### src/shared/insn_dec_pkg.sv
// Purpose: Constants and carrier types for the instruction decoder.
// Assumes: 16-bit instruction words, 8-bit data path, AXI4-Lite registers.
// Notes: Opcode patterns are grouped by the field they are compared against.
package insn_dec_pkg;
   // Register map, byte addresses
   localparam logic [7:0] REG_CTRL = 8'h00;
   localparam logic [7:0] REG_STATUS = 8'h04;
   localparam logic [7:0] REG_COUNT = 8'h08;
   localparam int CTRL_HALT_BIT = 0;
   localparam int STAT_BANK_LSB = 4;
   localparam logic [1:0] RESP_OKAY = 2'h0;
   localparam logic [1:0] RESP_SLVERR = 2'h2;
   // Top nibbles
   localparam logic [3:0] NIB_BIT_CLR = 4'h9;
   localparam logic [3:0] NIB_BIT_SET = 4'h8;
   localparam logic [3:0] NIB_BIT_TOG = 4'h7;
   localparam logic [3:0] NIB_SKIP_CLR = 4'hb;
   localparam logic [3:0] NIB_SKIP_SET = 4'ha;
   localparam logic [3:0] NIB_SECOND = 4'hf;
   // Five-bit prefixes
   localparam logic [4:0] PFX_COND_BR = 5'h1c;
   localparam logic [4:0] PFX_REL_JUMP = 5'h1a;
   localparam logic [4:0] PFX_REL_CALL = 5'h1b;
   // First words of two-word instructions
   localparam logic [6:0] HI_CALL = 7'h76;
   localparam logic [7:0] HI_JUMP = 8'hef;
   localparam logic [7:0] HI_PTR = 8'hee;
   // Literal group, upper byte; bank literal upper twelve bits
   localparam logic [7:0] HI_ADD = 8'h0f;
   localparam logic [7:0] HI_SUB = 8'h08;
   localparam logic [7:0] HI_AND = 8'h0b;
   localparam logic [7:0] HI_OR = 8'h09;
   localparam logic [7:0] HI_XOR = 8'h0a;
   localparam logic [7:0] HI_MOV = 8'h0e;
   localparam logic [7:0] HI_MUL = 8'h0d;
   localparam logic [7:0] HI_RET_LIT = 8'h0c;
   localparam logic [11:0] HI_BANK = 12'h010;
   // Whole control words and partial patterns
   localparam logic [15:0] W_NOP = 16'h0000;
   localparam logic [15:0] W_SLEEP = 16'h0003;
   localparam logic [15:0] W_WDT = 16'h0004;
   localparam logic [15:0] W_PUSH = 16'h0005;
   localparam logic [15:0] W_POP = 16'h0006;
   localparam logic [15:0] W_DAW = 16'h0007;
   localparam logic [15:0] W_RESET = 16'h00ff;
   localparam logic [14:0] W_RET_IRQ = 15'h0008;
   localparam logic [14:0] W_RET = 15'h0009;
   localparam logic [12:0] W_TABLE = 13'h0001;
   // Flag positions and update masks {n, ov, z, dc, c}
   localparam int FLG_C = 0;
   localparam int FLG_Z = 2;
   localparam int FLG_OV = 3;
   localparam int FLG_N = 4;
   localparam logic [4:0] MASK_NONE = 5'h00;
   localparam logic [4:0] MASK_ARITH = 5'h1f;
   localparam logic [4:0] MASK_LOGIC = 5'h14;
   localparam logic [4:0] MASK_CARRY = 5'h01;
   // Access bank split
   localparam logic [7:0] ACCESS_SPLIT = 8'h80;
   localparam logic [3:0] ACCESS_LOW_BANK = 4'h0;
   localparam logic [3:0] ACCESS_HIGH_BANK = 4'hf;

   typedef enum logic [1:0] {PH_RUN, PH_WORD2, PH_FLUSH} phase_t;
   typedef enum logic [2:0] {ALU_NONE, ALU_ADD, ALU_SUB, ALU_AND, ALU_OR, ALU_XOR, ALU_MOV, ALU_MUL} alu_t;
   typedef enum logic [1:0] {BK_CLR, BK_SET, BK_TOG} bit_kind_t;

   // Decoded instruction handed to the datapath
   typedef struct packed {
      logic valid;
      logic nop;
      logic bit_op;
      bit_kind_t bit_kind;
      logic [2:0] bit_sel;
      logic read_pins;
      logic clr_prescaler;
      logic [11:0] file_addr;
      logic skip;
      logic branch_taken;
      logic [10:0] rel_off;
      logic abs_jump;
      logic call;
      logic [19:0] target;
      logic shadow;
      logic push;
      logic pop;
      logic ret;
      logic set_irq_en;
      alu_t alu;
      logic [7:0] literal;
      logic [4:0] flag_mask;
      logic wdt_clear;
      logic sleep;
      logic soft_reset;
      logic decimal_adjust;
      logic bank_load;
      logic ptr_load;
      logic [1:0] ptr_sel;
      logic [11:0] ptr_val;
      logic tbl_rd;
      logic tbl_wt;
      logic [1:0] tbl_mode;
   } dec_t;

   // Whole state of the decoder and its register slave
   typedef struct packed {
      phase_t phase;
      logic [15:0] first;
      logic [3:0] bank;
      logic [15:0] count;
      logic halt;
      dec_t dec;
      logic awready;
      logic wready;
      logic aw_got;
      logic w_got;
      logic [7:0] awaddr;
      logic [31:0] wdata;
      logic [3:0] wstrb;
      logic bvalid;
      logic [1:0] bresp;
      logic arready;
      logic rvalid;
      logic [31:0] rdata;
      logic [1:0] rresp;
   } state_t;
endpackage

### src/design/insn_decoder.sv
// Purpose: Decoder for bit, control, literal and table instruction groups.
// Assumes: One fetched word per cycle; datapath supplies flags and tested bit.
// Notes: All outputs come from the registered state.
// How it works
// - Bit clear/set/toggle read-modify-write; port targets read pins.
// - Skip-if-clear 1011, skip-if-set 1010, bit index, access bit, address.
// - True skip or one-word PC change takes two cycles, second is a nop.
// - Conditional branches on eight flag tests; unconditional branch 11-bit offset.
// - Absolute call is two words; relative call takes two cycles.
// - Absolute jump is two words carrying twenty address bits.
// - Stray 1111 words execute as nop unless consumed as second word.
// - Nop, watchdog clear, standby and software reset control words.
// - Pop and push of the return stack leave flags alone.
// - Interrupt and subroutine returns take two cycles; interrupt return sets enables.
// - Return-with-literal loads the working register and returns in two cycles.
// - Add and subtract literal update all five arithmetic flags.
// - Literal and/or/xor update only zero and negative.
// - Load and multiply literal alter no flags.
// - Bank literal loads the bank select register low nibble.
// - Pointer load writes a 12-bit literal into the chosen file pointer.
// - Table reads with four pointer-update modes, two cycles.
// - Table writes with the same four modes, two cycles.
// - Writes to the timer-zero count clear its prescaler.
// - Access bit 0 selects access bank, 1 uses bank select register.
module insn_decoder
   import insn_dec_pkg::*;
#(
   parameter int AW = 4
) (
   input wire logic aclk,
   input wire logic aresetn,
   input wire logic instr_valid,
   input wire logic [15:0] instr_word,
   input wire logic [4:0] flags_in,
   input wire logic tested_bit,
   input wire logic target_is_port,
   input wire logic target_is_timer0,
   output dec_t dec,
   input wire logic [AW-1:0] awaddr,
   input wire logic [2:0] awprot,
   input wire logic awvalid,
   output logic awready,
   input wire logic [31:0] wdata,
   input wire logic [3:0] wstrb,
   input wire logic wvalid,
   output logic wready,
   output logic [1:0] bresp,
   output logic bvalid,
   input wire logic bready,
   input wire logic [AW-1:0] araddr,
   input wire logic [2:0] arprot,
   input wire logic arvalid,
   output logic arready,
   output logic [31:0] rdata,
   output logic [1:0] rresp,
   output logic rvalid,
   input wire logic rready
);
   if (AW < 4 || AW > 8) begin : g_chk
      $error("AW must lie between 4 and 8");
   end

   state_t s, next_s;
   logic [15:0] w;
   logic [3:0] top;
   logic [7:0] rd_addr;

   // Effective file address from access bit, offset and bank
   function automatic logic [11:0] file_addr(input logic a, input logic [7:0] fa, input logic [3:0] bank_select_register);
      if (a) begin
         return {bank_select_register, fa};
      end
      return {(fa < ACCESS_SPLIT) ? ACCESS_LOW_BANK : ACCESS_HIGH_BANK, fa};
   endfunction

   // Branch condition: code[2:1] picks the flag, code[0] inverts
   function automatic logic cond_true(input logic [2:0] code, input logic [4:0] fl);
      logic v;
      case (code[2:1])
         2'h0: v = fl[FLG_Z];
         2'h1: v = fl[FLG_C];
         2'h2: v = fl[FLG_OV];
         default: v = fl[FLG_N];
      endcase
      return v ^ code[0];
   endfunction

   // Decode and register-slave next state
   always_comb begin
      next_s = s;
      w = instr_word;
      top = instr_word[15:12];
      rd_addr = 8'(araddr);
      next_s.dec = '0; // Flags untouched unless a group names them
      if (instr_valid) begin
         next_s.dec.valid = 1'b1;
         next_s.count = s.count + 16'h0001;
         if (s.halt) begin
            next_s.dec.nop = 1'b1;
            next_s.phase = PH_RUN;
         end else if (s.phase == PH_FLUSH) begin
            next_s.dec.nop = 1'b1;
            next_s.phase = PH_RUN;
         end else if (s.phase == PH_WORD2) begin
            // Second word completes the held first word
            next_s.phase = PH_RUN;
            next_s.dec.target = {w[11:0], s.first[7:0]};
            if (s.first[15:8] == HI_JUMP) begin
               next_s.dec.abs_jump = 1'b1;
            end else if (s.first[15:8] == HI_PTR) begin
               next_s.dec.ptr_load = 1'b1;
               next_s.dec.ptr_sel = s.first[5:4];
               next_s.dec.ptr_val = {s.first[3:0], w[7:0]};
            end else begin
               next_s.dec.call = 1'b1;
               next_s.dec.push = 1'b1;
               next_s.dec.shadow = s.first[8];
            end
         end else if (top == NIB_BIT_CLR || top == NIB_BIT_SET || top == NIB_BIT_TOG) begin
            next_s.dec.bit_op = 1'b1;
            next_s.dec.bit_sel = w[11:9];
            next_s.dec.file_addr = file_addr(w[8], w[7:0], s.bank);
            next_s.dec.read_pins = target_is_port;
            next_s.dec.clr_prescaler = target_is_timer0;
            if (top == NIB_BIT_CLR) begin
               next_s.dec.bit_kind = BK_CLR;
            end else if (top == NIB_BIT_SET) begin
               next_s.dec.bit_kind = BK_SET;
            end else begin
               next_s.dec.bit_kind = BK_TOG;
            end
         end else if (top == NIB_SKIP_CLR || top == NIB_SKIP_SET) begin
            next_s.dec.bit_sel = w[11:9];
            next_s.dec.file_addr = file_addr(w[8], w[7:0], s.bank);
            next_s.dec.skip = (top == NIB_SKIP_CLR) ? !tested_bit : tested_bit;
            if (next_s.dec.skip) begin
               next_s.phase = PH_FLUSH;
            end
         end else if (w[15:11] == PFX_COND_BR) begin
            next_s.dec.rel_off = {{3{w[7]}}, w[7:0]};
            next_s.dec.branch_taken = cond_true(w[10:8], flags_in);
            if (next_s.dec.branch_taken) begin
               next_s.phase = PH_FLUSH;
            end
         end else if (w[15:11] == PFX_REL_JUMP) begin
            next_s.dec.rel_off = w[10:0];
            next_s.dec.branch_taken = 1'b1;
            next_s.phase = PH_FLUSH;
         end else if (w[15:11] == PFX_REL_CALL) begin
            next_s.dec.rel_off = w[10:0];
            next_s.dec.call = 1'b1;
            next_s.dec.push = 1'b1;
            next_s.phase = PH_FLUSH;
         end else if (w[15:9] == HI_CALL || w[15:8] == HI_JUMP || w[15:8] == HI_PTR) begin
            // Hold the first word; nothing issues until the second arrives
            next_s.dec.valid = 1'b0;
            next_s.first = w;
            next_s.phase = PH_WORD2;
         end else if (top == NIB_SECOND) begin
            next_s.dec.nop = 1'b1;
         end else if (w[15:8] == HI_ADD || w[15:8] == HI_SUB) begin
            next_s.dec.alu = (w[15:8] == HI_ADD) ? ALU_ADD : ALU_SUB;
            next_s.dec.literal = w[7:0];
            next_s.dec.flag_mask = MASK_ARITH;
         end else if (w[15:8] == HI_AND || w[15:8] == HI_OR || w[15:8] == HI_XOR) begin
            next_s.dec.literal = w[7:0];
            next_s.dec.flag_mask = MASK_LOGIC;
            if (w[15:8] == HI_AND) begin
               next_s.dec.alu = ALU_AND;
            end else if (w[15:8] == HI_OR) begin
               next_s.dec.alu = ALU_OR;
            end else begin
               next_s.dec.alu = ALU_XOR;
            end
         end else if (w[15:8] == HI_MOV || w[15:8] == HI_MUL) begin
            next_s.dec.alu = (w[15:8] == HI_MOV) ? ALU_MOV : ALU_MUL;
            next_s.dec.literal = w[7:0];
         end else if (w[15:8] == HI_RET_LIT) begin
            next_s.dec.alu = ALU_MOV;
            next_s.dec.literal = w[7:0];
            next_s.dec.ret = 1'b1;
            next_s.dec.pop = 1'b1;
            next_s.phase = PH_FLUSH;
         end else if (w[15:4] == HI_BANK) begin
            next_s.dec.bank_load = 1'b1;
            next_s.bank = w[3:0];
         end else if (w[15:1] == W_RET_IRQ || w[15:1] == W_RET) begin
            next_s.dec.ret = 1'b1;
            next_s.dec.pop = 1'b1;
            next_s.dec.shadow = w[0];
            next_s.dec.set_irq_en = (w[15:1] == W_RET_IRQ);
            next_s.phase = PH_FLUSH;
         end else if (w[15:3] == W_TABLE) begin
            next_s.dec.tbl_rd = !w[2];
            next_s.dec.tbl_wt = w[2];
            next_s.dec.tbl_mode = w[1:0];
            next_s.phase = PH_FLUSH;
         end else if (w == W_SLEEP) begin
            next_s.dec.sleep = 1'b1;
         end else if (w == W_WDT) begin
            next_s.dec.wdt_clear = 1'b1;
         end else if (w == W_PUSH) begin
            next_s.dec.push = 1'b1;
         end else if (w == W_POP) begin
            next_s.dec.pop = 1'b1;
         end else if (w == W_DAW) begin
            next_s.dec.decimal_adjust = 1'b1;
            next_s.dec.flag_mask = MASK_CARRY;
         end else if (w == W_RESET) begin
            next_s.dec.soft_reset = 1'b1;
            next_s.dec.flag_mask = MASK_ARITH;
            next_s.bank = 4'h0;
         end else begin
            next_s.dec.nop = 1'b1;
         end
      end

      // Write channel: address and data taken in either order
      if (s.bvalid && bready) begin
         next_s.bvalid = 1'b0;
      end
      if (awvalid && s.awready) begin
         next_s.awaddr = 8'(awaddr);
         next_s.aw_got = 1'b1;
      end
      if (wvalid && s.wready) begin
         next_s.wdata = wdata;
         next_s.wstrb = wstrb;
         next_s.w_got = 1'b1;
      end
      if (next_s.aw_got && next_s.w_got && !next_s.bvalid) begin
         next_s.aw_got = 1'b0;
         next_s.w_got = 1'b0;
         next_s.bvalid = 1'b1;
         next_s.bresp = RESP_OKAY;
         if (next_s.awaddr == REG_CTRL) begin
            if (next_s.wstrb[0]) begin
               next_s.halt = next_s.wdata[CTRL_HALT_BIT];
            end
         end else if (next_s.awaddr == REG_COUNT) begin
            next_s.count = 16'h0000; // Any write clears the counter
         end else if (next_s.awaddr != REG_STATUS) begin
            next_s.bresp = RESP_SLVERR;
         end
      end
      next_s.awready = !next_s.aw_got && !next_s.bvalid;
      next_s.wready = !next_s.w_got && !next_s.bvalid;

      // Read channel: one read outstanding
      if (s.rvalid && rready) begin
         next_s.rvalid = 1'b0;
      end
      if (arvalid && s.arready) begin
         next_s.rvalid = 1'b1;
         next_s.rresp = RESP_OKAY;
         if (rd_addr == REG_CTRL) begin
            next_s.rdata = 32'(s.halt) << CTRL_HALT_BIT;
         end else if (rd_addr == REG_STATUS) begin
            next_s.rdata = 32'(s.phase) | (32'(s.bank) << STAT_BANK_LSB);
         end else if (rd_addr == REG_COUNT) begin
            next_s.rdata = 32'(s.count);
         end else begin
            next_s.rdata = 32'h0000_0000;
            next_s.rresp = RESP_SLVERR;
         end
      end
      next_s.arready = !next_s.rvalid;
   end

   // State register
   always_ff @(posedge aclk) begin
      if (!aresetn) begin
         s <= '0;
      end else begin
         s <= next_s;
      end
   end

   // Outputs straight from the state
   assign dec = s.dec;
   assign awready = s.awready;
   assign wready = s.wready;
   assign bvalid = s.bvalid;
   assign bresp = s.bresp;
   assign arready = s.arready;
   assign rvalid = s.rvalid;
   assign rdata = s.rdata;
   assign rresp = s.rresp;
endmodule

### config.mk
export PLATFORM = sky130hd
export DESIGN_NAME = insn_decoder
export DESIGN_NICKNAME = d
export VERILOG_FILES = /design/src/shared/insn_dec_pkg.sv /design/src/design/insn_decoder.sv
export SDC_FILE = /design/constraint.sdc
export NUM_CORES = 1
export LEC_CHECK = 0
export BUFFER_PORTS_ARGS = -buffer_cell sky130_fd_sc_hd__buf_2
export CAP_MARGIN = 0
export CORE_UTILIZATION = 51
export DETAILED_ROUTE_END_ITERATION = 10
export GPL_ROUTABILITY_DRIVEN = 0
export GPL_TIMING_DRIVEN = 0
export PLACE_DENSITY = 0.79
export SLEW_MARGIN = 30
export SYNTH_ARGS = -nofsm -noshare
export SYNTH_HDL_FRONTEND = slang
export SYNTH_SLANG_ARGS = --single-unit
### constraint.sdc
create_clock -name aclk -period 4.2 [get_ports aclk]
set_clock_uncertainty 0.2 [all_clocks]
set_input_delay 1.26 -clock aclk [delete_from_list [all_inputs] [get_ports aclk]]
set_output_delay 1.26 -clock aclk [all_outputs]
set_load 0.005 [all_outputs]
### Yosys cells after proc, flatten, opt, wreduce, memory -nomap -nowiden

Cells that the tools add are included.

| cells by class | value |
|---|---|
| add/subtract/negate cells | 1 |
| magnitude comparators | 1 |
| equality and inequality tests | 55 |
| multiplexer cells | 212 |
| bitwise gates (word level) | 21 |
| reductions and logical operators | 54 |

Operator list:

| cell | count |
|---|---|
| 26-bit 2-to-1 mux | 6 |
| 16-bit 2-to-1 mux | 8 |
| 2-bit 2-to-1 mux | 61 |
| 20-bit 2-to-1 mux | 4 |
| 1-bit 2-to-1 mux | 73 |
| 8-bit by 4-bit equality test with 1-bit output (second input constant) | 9 |
| 12-bit 2-to-1 mux | 6 |
| 35-bit 2-to-1 mux | 2 |
| 16-bit by 3-bit equality test with 1-bit output (second input constant) | 4 |
| 4-bit 2-to-1 mux | 16 |
| 5-bit 2-to-1 mux | 12 |
| 11-bit 2-to-1 mux | 4 |
| 19-bit OR reduction | 2 |
| 9-bit != test (second input constant) | 4 |
| 8-bit equality test (second input constant) | 4 |
| 32-bit 2-to-1 mux | 1 |
| 15-bit by 4-bit equality test with 1-bit output (second input constant) | 2 |
| 7-bit OR reduction | 4 |
| 9-bit 2-to-1 mux | 3 |
| 13-bit 2-to-1 mux | 2 |
| 4-bit equality test (second input constant) | 6 |
| 24-bit 2-to-1 mux | 1 |
| 24-bit OR reduction | 1 |
| 23-bit AND reduction | 1 |
| other kinds (48) | 108 |

| word-level totals | value |
|---|---|
| register bits | 197 |
| input port bits | 82 |

### Depth between registers and ports, before layout

| depth | value |
|---|---|
| word-level depth | 34 |
| mapped depth | 8 |

### Worst setup path before layout

OpenSTA, ideal clock, no wires.

| path | value |
|---|---|
| path kind | input to register |
| start point | input instr_word[13] |
| end point | register s[209] in the netlist's numbering |
| library setup time | 0.117 ns |
| data arrival time | 3.063 ns |
| path slack | 0.819 ns |
| stages | 6 |
| buffers on the path | 1 |
| path through | buf_2 -> or4_4 -> or3_4 -> nor4_4 -> o2111ai_2 -> a32o_1 |

| on the way | value |
|---|---|
| longest elaborated chain between the ends | 5 |
| elaborated cells between the ends (all ways) | 61 |

RTL lines:

| item | RTL line | text |
|---|---|---|
| from (decl) | insn_decoder.sv:33 | `input wire logic [15:0] instr_word,` |
| parallel branches: the longest is 5 deep, another holds 23-bit AND reduction | n/a |  |
| to (signal assigned) | insn_decoder.sv:275 | `s <= next_s;` |
| to (decl) | insn_decoder.sv:63 | `state_t s, next_s;` |

Several ways; the timed one is not identified.
A chain may end at the register's enable or synchronous reset.

### Worst setup path in the final report

| path | value |
|---|---|
| start point | input instr_valid |
| end point | register s (netlist bit dec[16]) |

| on the way | value |
|---|---|
| longest elaborated chain between the ends | 2 |

RTL lines:

| item | RTL line | text |
|---|---|---|
| from (decl) | insn_decoder.sv:32 | `input wire logic instr_valid,` |
| 1-bit NOT (no source line) | n/a |  |
| 7-bit OR reduction (no source line) | n/a |  |

Every way passes these cells.

==> impl_metrics.yaml <==
floorplan:
  start_util: 0.5283
  core_area_mm2: 0.01399
  die_area_mm2: 0.01497
  die_y_um: 122.4
  dieWidth_um: 122.4
  rows: 43
  io_pins: 225
grt:
  grt_pass1_wl_um: 25350
  antenna_found_initial: 0
  grt_max_degree: 17
  grt_pass1_vias: 5099
  grt_overflow: 0
  track_usage: 0.2212
synthesis:
  synth_top_area_cell: "dfxtp_1"
  ys.flop_type: "dfxtp_1"
  yosysUniqueCellTypes: 57
  syn_avg_cell_area_um2: 9.225
  yosysTopAreaCellShare: 0.4714
  synth_edf_count: 0
  synthArstFlopShare: 0
  netlist_area_mm2: 0.007390
  seq_area_frac_synth: 0.4714
  yosysMostFrequentCell: "dfxtp_1"
  synth_area_leaders: "dfxtp_1, buf_4, and2_1"
  synth_warnings: 0
  synth_cells: 801
  synthTopCellsByCount: "dfxtp_1, buf_4, nand2_1"
  synth-seq-cells: 174
timing:
  period_minus_slack_ps: 3556
  max_freq_mhz: 281.2
  tightest_slew_ps: 958.1
  rsz0062_at_grt: "no"
  period_share: 0.8467
  tns_ps: 0
  drv_slew: 0
  relSlewSlack: 0.3564
  setup_viol_count_final: 0
  hold_violations: 0
detailed_routing:
  vias: 5849
  antenna_left: 0
  drtIter0Drc: 384
  routedWlPerCell_um: 13.68
  drc: 0
  dr.pass1.iters: 5
  routed_wirelength_um: 16270
  routed_via_density: 4.919
pwr:
  vdd.ir_drop.worst_uv: 230.8
  leakage_nw: 4.348
  p_per_area_mw_per_mm2: 377.4
status:
  status: "completed"
clock_network:
  clock-root-buffer: "clkbuf_16"
  cts_resized: 0
  cts_tree: "yes"
  clkLatencyLatePin_ps: 420
  cts_setup_buffers: 0
  cts_hold_buf: 0
  cts.clk_slew.worst_paths_ps: 60
  clockBufferDepth: 2
  cts_max_level: 4
  cts.sinks: 174
  cts_buffers: 17
critical_path:
  cp.arrival_ps: 3730
  worst_path_max_delay_cell: "nor3b_1"
  path_delay_family: "simple AND/OR/NAND/NOR gates"
  worst-path-buf-inv: 3
  path_cells: "buf_2 -> clkbuf_1 -> nand2_1 -> nor3_1 -> and2_1 -> nor3b_1 -> clkbuf_1 -> and2_1"
  start_kind: "primary input"
  crit_type: "in -> reg"
  cp_slowest_stage_delay_ps: 580
  worstPathRequired_ps: 4370
  crit_fanout: 10
  crit_path_end_kind: "flip-flop"
layout:
  fillCellCount: 1209
  antennaDiodeCount: 0
  final_nets: 1081
  syn2layout_area_growth_pct: 22.52
  stdcell_area_mm2: 0.009054
  drive_gt1_frac: 0.3419
placed_design:
  portBuffers: 159
  hpwl_um: 12030
  placedInstanceArea_mm2: 0.008474
flow_run:
  maxCapViolations: 0
hold_path:
  min_path_type: "reg -> reg"
area by class of cell:
cell class	count	area [um^2]	share of cell area
Sequential cell	174	3483	0.3847
Multi-Input combinational cell	451	2715	0.2999
Clock buffer	18	439.2	0.04851
Timing Repair Buffer	159	795.8	0.08789
Buffer	181	1215	0.1342
Inverter	12	45.04	0.004975
Tap cell	180	225.2	0.02488
Clock inverter	14	135.1	0.01493
cells by family (layout without fill, tap and decap cells):
group                    count (synthesis)  after routing  synth area share
XOR/XNOR                                17             17           0.02015
adder cells (fa/ha/maj)                  3              3          0.005080
other                                    1             18         0.0005075
flip-flops                             174            174            0.4714
AO/OA/AOI/OAI                          100            100           0.09262
buffers and inverters                  193            384            0.1705
multiplexers                             7              7           0.01134
AND/OR/NAND/NOR                        306            306            0.2284
stage by stage:
step	power [W]	std cells	setup slack (ps)	util	hold slack (ps)
floorplan	0.001864	818	819.2	-	198.6
global placement	0.001941	1157	183.6	0.6058	205.0
detailed placement	0.001945	1157	165.0	0.6058	221.7
CTS	0.003434	1189	604.9	0.6469	236.2
global route	0.003539	1189	355.6	0.6472	246.7
finish	0.003416	1189	643.9	0.6472	237.6
sequential cells by signal, indices dropped and copies added (netlist names):
register	cells
rvalid	1
rresp	1
arready	1
rdata	16
awready	1
wready	1
bvalid	1
dec	100
bresp	1
s	51
layer usage:
layer,global-route usage,up-vias,share of wire
li1,-,2942,-
met1,0.2801,2660,0.44
met2,0.3687,225,0.47
met3,0.04972,22,0.070
met4,0.07774,0,0.015
met5,0,-,0
path summary, 6_finish.rpt:
kind          startpoint  slack (ps)  cells past startpoint       to
min reg2reg        s[84]         240                      1  awready
max reg2reg       s[226]        1470                      7  dec[16]
min                s[84]         240                      1  awready
max          instr_valid         640                      8  dec[16]
where the power goes:
group / total (W) / internal [W] / switching, W
logic: 0.000229 / 0.0000927 / 0.000136
registers: 0.00168 / 0.00167 / 0.0000122
clock network: 0.00151 / 0.000843 / 0.000662
total: 0.00342 / 0.00261 / 0.000810
cells in the final DEF (no fill, tap or decap), drive strengths merged, types with 5 or more instances in the layout:
cell type    n
a21boi      14
a21oi       25
a22oi       17
and2        47
and3        42
buf        301
clkbuf      57
clkinv       8
conb        18
dfxtp      174
inv         16
mux2i        5
nand2       65
nand2b       9
nand3       17
nand4       11
nand4b       5
nor2        39
nor2b       20
nor3        20
nor3b        7
nor4         9
o21a         8
o21ai       15
xnor2       11
xor2         6
No activity file was read; power rests on OpenSTA's default activity.
